==> src/rtl/ssp_cfg.svh <==
// Overview of operation
// - Eight-bit shift register, MSB first
// - Register and counter advance on clock falls
// - After eight pulses counter freezes shifting
// - Interrupt on eighth fall unless data written
// - Transfer interrupt disarmed after reset
// - Data register write arms the interrupt
// - Any disarm register write disarms interrupt
// - Interrupt line signals by falling transition
// - Reset or data write clears counter
// - Master mode: software toggles clock pin
// - Serial in input, serial out open-drain
// - Open-drain mode routes shift output out
// - Software may hold data low, stretch clock
// - Data line edge flags start condition
// - Unused port: no data writes, no interrupts
`ifndef SSP_CFG_SVH
`define SSP_CFG_SVH
`define SSP_ADDR_W        8
`define SSP_DATA_W        8
`define SSP_OFS_DISARM    8'hc2
`define SSP_OFS_DATA      8'hdd
`define SSP_OFS_CTRL      8'he0
`define SSP_OFS_STATUS    8'he1
`define SSP_OFS_MASK      8'he2
`define SSP_CNT_W         4
`define SSP_CNT_LAST      4'h7
`define SSP_CNT_DONE_BIT  3
`define SSP_RST_DATA      8'h00
`define SSP_RST_CTRL      4'h0
`define SSP_RST_MASK      2'h0
`define SSP_EVT_W         2
`define SSP_EVT_DONE      0
`define SSP_EVT_START     1
`define SSP_STAT_CDO_BIT  4
`define SSP_STAT_ARM_BIT  5
`endif

==> src/rtl/ssp_pkg.sv <==
package ssp_pkg;
  typedef struct packed {
    logic sin_hold_low;  // bit 3: pull serial input line low (acknowledge)
    logic sout_od;       // bit 2: serial output pin in open-drain serial mode
    logic scl_level;     // bit 1: level driven on clock pin in master mode
    logic scl_master;    // bit 0: clock pin is an output
  } ssp_ctrl_type;

  typedef struct packed {
    logic scl;
    logic sin;
  } ssp_pins_in_type;

  typedef struct packed {
    logic scl_out;
    logic scl_oe;
    logic sin_out;
    logic sin_oe;
    logic sout_out;
    logic sout_oe;
  } ssp_pins_out_type;
endpackage

==> src/rtl/ssp_serial_port.sv <==
`timescale 1ns/10ps
`include "ssp_cfg.svh"
module ssp_serial_port (
  input  wire logic                    sys_clk,    // 20 MHz system clock
  input  wire logic                    sys_rst,    // Synchronous reset, active high
  input  wire logic [`SSP_ADDR_W-1:0]  reg_addr,   // Register address
  input  wire logic [`SSP_DATA_W-1:0]  reg_wdata,  // Write data
  input  wire logic                    reg_wr,     // Write strobe
  input  wire logic                    reg_rd,     // Read strobe
  output logic      [`SSP_DATA_W-1:0]  reg_rdata,  // Read data, cycle after strobe
  input  wire ssp_pkg::ssp_pins_in_type pins_in,   // Clock and data pin levels
  output ssp_pkg::ssp_pins_out_type    pins_out,   // Pin drives and enables
  output logic                         done_irq_n, // Falls on completed armed transfer
  output logic                         irq         // Level, high on unmasked status
);
  import ssp_pkg::*;

  logic [1:0]                scl_sync;
  logic [1:0]                sin_sync;
  logic                      scl_prev;
  logic                      sin_prev;
  logic                      scl_fall;
  logic                      sin_fall;
  logic [`SSP_DATA_W-1:0]    shift_data;
  logic [`SSP_CNT_W-1:0]     bit_count;
  logic                      count_done_output;
  logic                      armed;
  ssp_ctrl_type              ctrl;
  logic [`SSP_EVT_W-1:0]     status;
  logic [`SSP_EVT_W-1:0]     mask;
  logic [`SSP_EVT_W-1:0]     events;
  logic                      wr_data;
  logic                      wr_disarm;
  logic                      rd_status;
  logic                      done_event;
  logic [`SSP_DATA_W-1:0]    next_rdata;

  function automatic logic hit(input logic [`SSP_ADDR_W-1:0] a,
                               input logic [`SSP_ADDR_W-1:0] ofs);
    hit = (a == ofs);
  endfunction

  assign wr_data   = reg_wr && hit(reg_addr, `SSP_OFS_DATA);
  assign wr_disarm = reg_wr && hit(reg_addr, `SSP_OFS_DISARM);
  assign rd_status = reg_rd && hit(reg_addr, `SSP_OFS_STATUS);

  // Pins are asynchronous; the first stage feeds only the second
  always_ff @(posedge sys_clk) begin
    if (sys_rst) begin
      scl_sync <= 2'h3;
      sin_sync <= 2'h3;
      scl_prev <= 1'b1;
      sin_prev <= 1'b1;
    end else begin
      scl_sync <= {scl_sync[0], pins_in.scl};
      sin_sync <= {sin_sync[0], pins_in.sin};
      scl_prev <= scl_sync[1];
      sin_prev <= sin_sync[1];
    end
  end

  // In master mode the clock pin is read back, so a stretched clock is seen too
  assign scl_fall = scl_prev && !scl_sync[1];
  assign sin_fall = sin_prev && !sin_sync[1];

  // Low once eight pulses are counted, which gates further shifting
  assign count_done_output = !bit_count[`SSP_CNT_DONE_BIT];

  assign done_event = scl_fall && count_done_output && armed
                      && (bit_count == `SSP_CNT_LAST) && !wr_data && !wr_disarm;

  // Shift register and counter; a processor write wins over a clock edge
  always_ff @(posedge sys_clk) begin
    if (sys_rst) begin
      shift_data <= `SSP_RST_DATA;
      bit_count  <= '0;
    end else if (wr_data) begin
      shift_data <= reg_wdata;
      bit_count  <= '0;
    end else if (scl_fall && count_done_output) begin
      shift_data <= {shift_data[`SSP_DATA_W-2:0], sin_sync[1]};
      bit_count  <= bit_count + 4'h1;
    end
  end

  // Arming; stays clear while software never writes the data register
  always_ff @(posedge sys_clk) begin
    if (sys_rst) begin
      armed <= 1'b0;
    end else if (wr_data) begin
      armed <= 1'b1;
    end else if (wr_disarm) begin
      armed <= 1'b0;
    end
  end

  // Falling-edge request, held low until rearmed or disarmed
  always_ff @(posedge sys_clk) begin
    if (sys_rst) begin
      done_irq_n <= 1'b1;
    end else if (done_event) begin
      done_irq_n <= 1'b0;
    end else if (wr_data || wr_disarm) begin
      done_irq_n <= 1'b1;
    end
  end

  assign events = {sin_fall, done_event};

  // Sticky status; a new event beats the read that clears it
  always_ff @(posedge sys_clk) begin
    if (sys_rst) begin
      status <= '0;
    end else if (rd_status) begin
      status <= events;
    end else begin
      status <= status | events;
    end
  end

  always_ff @(posedge sys_clk) begin
    if (sys_rst) begin
      irq <= 1'b0;
    end else begin
      irq <= |(status & mask);
    end
  end

  always_ff @(posedge sys_clk) begin
    if (sys_rst) begin
      ctrl <= `SSP_RST_CTRL;
      mask <= `SSP_RST_MASK;
    end else if (reg_wr && hit(reg_addr, `SSP_OFS_CTRL)) begin
      ctrl <= reg_wdata[3:0];
    end else if (reg_wr && hit(reg_addr, `SSP_OFS_MASK)) begin
      mask <= reg_wdata[`SSP_EVT_W-1:0];
    end
  end

  // Open-drain output only ever pulls low, so out stays zero
  always_ff @(posedge sys_clk) begin
    if (sys_rst) begin
      pins_out <= '0;
    end else begin
      pins_out.scl_oe   <= ctrl.scl_master;
      pins_out.scl_out  <= ctrl.scl_level;
      pins_out.sin_oe   <= ctrl.sin_hold_low;
      pins_out.sin_out  <= 1'b0;
      pins_out.sout_out <= 1'b0;
      pins_out.sout_oe  <= ctrl.sout_od && !shift_data[`SSP_DATA_W-1];
    end
  end

  always_comb begin
    next_rdata = '0;
    if (reg_rd) begin
      case (reg_addr)
        `SSP_OFS_DATA:   next_rdata = shift_data;
        `SSP_OFS_DISARM: next_rdata = '0;
        `SSP_OFS_CTRL:   next_rdata = {4'h0, ctrl};
        `SSP_OFS_MASK:   next_rdata = {6'h00, mask};
        `SSP_OFS_STATUS: next_rdata = {2'h0, armed, count_done_output, 2'h0, status};
        default:         next_rdata = '0;
      endcase
    end
  end

  always_ff @(posedge sys_clk) begin
    if (sys_rst) begin
      reg_rdata <= '0;
    end else begin
      reg_rdata <= next_rdata;
    end
  end
endmodule

==> config.mk <==
export PLATFORM = sky130hd
export DESIGN_NAME = ssp_serial_port
export DESIGN_NICKNAME = d
export VERILOG_FILES = /design/src/rtl/ssp_pkg.sv /design/src/rtl/ssp_serial_port.sv
export VERILOG_INCLUDE_DIRS = /design/src /design/src/rtl
export SDC_FILE = /design/constraint.sdc
export NUM_CORES = 1
export LEC_CHECK = 0
export ABC_AREA = 1
export BUFFER_PORTS_ARGS = -buffer_cell sky130_fd_sc_hd__buf_2
export CAP_MARGIN = 0
export CORE_MARGIN = 10
export CORE_UTILIZATION = 40
export CTS_BUF_LIST = sky130_fd_sc_hd__clkbuf_4
export CTS_CLUSTER_DIAMETER = 150
export CTS_CLUSTER_SIZE = 40
export DETAILED_ROUTE_END_ITERATION = 12
export GPL_ROUTABILITY_DRIVEN = 0
export PLACE_DENSITY = 0.61
export SYNTH_ARGS = -nofsm -noshare
export SYNTH_HDL_FRONTEND = slang
export SYNTH_SLANG_ARGS = --single-unit
==> constraint.sdc <==
create_clock -name sys_clk -period 1.6 [get_ports sys_clk]
set_input_delay 0.24 -clock sys_clk [delete_from_list [all_inputs] [get_ports sys_clk]]
set_output_delay 0.24 -clock sys_clk [all_outputs]
set_load 0.03 [all_outputs]
==> metrics <==
CP startpoint scl_sync[1]; Clock Path Buffers 2; CTS tree done; final setup fails 0; Crit. End Element register; Post-CTS Setup Bufs 0; Final WS setup 0.392 ns; IO Pins 38; reg-to-reg endpoint shift_data[4]; Synth-to-Final Area Change 15.2%; GRT Total Usage 11.5%; global-route wire length before repair 7170 um; share of cells above drive strength 1 23.2%; DRT iter0 DRCs 84; Die Area 7690 um2; largest net degree at the start of global routing 23; Critical Path End shift_data[4]; status finished clean; Max FO, Critical Path 8; fin nets 319; min Tclk post-route 1.21 ns; Mapped Avg Cell Area 7.07 um2; Synth Register Bits 41; FP Rows 24; hold depth 2; RSZ-0062 raised after global routing no; Die W 87.7 um; critical path startpoint category register; Area after DPL 2050 um2; pre-CTS setup slack 0.308 ns; reg2reg path depth 8; post-synthesis sequential area ratio 44.8%; antenna violations before repair 0; Die Y 87.7 um; Crit path required time 1.88 ns; critical path class register to register; Vias/cell 4.79; via count 1,671; Max Fclk 828 MHz; Max rail drop VDD 0.468 mV; synth warn 0; clk_lat worst skew 0.35 ns; vias in the first global route 1,555; maxcap violations 0; filler instances 460; PortBufs 35; Reg2Reg Setup Slack 0.39 ns; Post-Route WL 4240 um; remaining antenna violation count 0; Pleak 0.959 nW; Tcrit/Tclk final 75.5%; Core ar. 4380 um2; Post-Syn Instances 259; Root Buffer clkbuf_4; final instance area 2110 um2; drt pass-1 iters 4; H-tree depth 2; Starting Density 41.8%; Post-Synthesis Cell Area 1830 um2; Core Util, Final 48.1%; ant diodes 0; Final TNS setup 0 ns; arrival time at the worst endpoint 1.49 ns; clk sink count 41; HP Class primary input to register; clk_skew 0.00829 ns; r2r startpoint scl_sync[1]; DRC 0; Post-DP HPWL 3260 um; GRT overflow 0; post-CTS resize count 0; pwr dens 814 nW/um2; CTS Hold Bufs 0; clock buffer count from CTS 5; clock transition at the registers of the reported paths 0.11 ns; synth unique cells 24; Hold Vio Cnt, Final 0; count of final max-slew check failures 0; Avg WL per Cell 12.2 um
-- through the flow --
stage	hold WS [ns]	cells	total power, mW
6_report	0.0692	349	1.72
5_1_grt	0.0499	349	1.79
4_1_cts	0.0523	349	1.74
3_5_place_dp	0.397	341	1.19
3_3_place_gp	0.391	341	1.19
2_1_floorplan	0.344	260	1.14
-- Yosys cell counts, drive strengths merged --
library cell   n  area, um2
dfxtp         41        821
nor2          27        131
ha             1       12.5
o21ai          1       5.00
a21oi         23        115
or2            6       37.5
nand2         81        309
a41oi          1       8.76
conb           1       3.75
inv           29        109
nor3           3       15.0
nand3         25        143
buf            9       60.1
clkbuf         3       11.3
nand4          8       50.1
-- critical path: stages (launching register included) --
cell	delay, ns
dfxtp_1	0.32
inv_2	0.05
nand2_1	0.04
nor2_1	0.23
buf_4	0.22
nand2_1	0.06
nand2_1	0.07
nand2_1	0.05
a21oi_1	0.10
-- power by group --
group | leakage (nW) | internal [mW] | switching, mW
clock | 0.0368 | 0.226 | 0.320
combinational | 0.590 | 0.0461 | 0.0853
sequential | 0.332 | 1.03 | 0.00644
-- cell usage in the layout, fill, tap and decap left out, types with 2 or more instances in the layout --
cell type | netlist | final
a21oi_1 | 23 | 23
buf_2 | 3 | 35
buf_4 | 4 | 6
clkbuf_4 | 0 | 8
conb_1 | 1 | 2
dfxtp_1 | 41 | 41
inv_1 | 25 | 25
inv_2 | 4 | 4
nand2_1 | 79 | 79
nand2_2 | 2 | 2
nand3_1 | 23 | 23
nand4_1 | 8 | 8
nor2_1 | 21 | 21
nor2_2 | 3 | 3
nor2_4 | 3 | 3
nor3_1 | 3 | 3
or2_2 | 6 | 6
-- metal layers --
layer  wire (um)  global-route usage [%]
met3         361                    3.71
met1        2020                    15.4
met4          65                    4.35
met2        1800                    16.7
met5           0                       0
-- registers in the layout, summed over array words and instances (netlist names) --
| name | cells |
|---|---|
| shift_data | 8 |
| bit_count | 4 |
| sin_prev | 1 |
| mask | 2 |
| scl_sync | 2 |
| sin_sync | 2 |
| status | 2 |
| armed | 1 |
| ctrl | 4 |
| done_irq_n | 1 |
| scl_prev | 1 |
| reg_rdata | 8 |
| pins_out | 4 |
| irq | 1 |
-- final cells by class --
class	count	area (um2)	share of cell area, %
clock buffer	8	60.1	2.85
inverter	29	109	5.16
multi-input combinational	178	835	39.6
sequential	41	821	38.9
tap	52	65.1	3.08
timing repair buffer	41	220	10.4
-- cell families (layout without fill, tap and decap cells) --
logic type | Yosys count | after routing | synth area share, %
adder cells (fa/ha/maj) | 1 | 1 | 0.683
flip-flops | 41 | 41 | 44.8
AO/OA/AOI/OAI | 25 | 25 | 7.04
other | 1 | 2 | 0.205
AND/OR/NAND/NOR | 150 | 150 | 37.4
buffers and inverters | 41 | 78 | 9.84
-- worst min-delay path by stage --
stage,from,endpoint
2_1_floorplan,pins_in[1],scl_sync[0]
3_3_place_gp,sin_sync[0],sin_sync[1]
3_5_place_dp,scl_sync[0],scl_sync[1]
4_1_cts,pins_in[1],scl_sync[0]
5_1_grt,pins_in[0],sin_sync[0]
6_report,pins_in[1],scl_sync[0]
No activity file was read; power rests on OpenSTA's default activity.
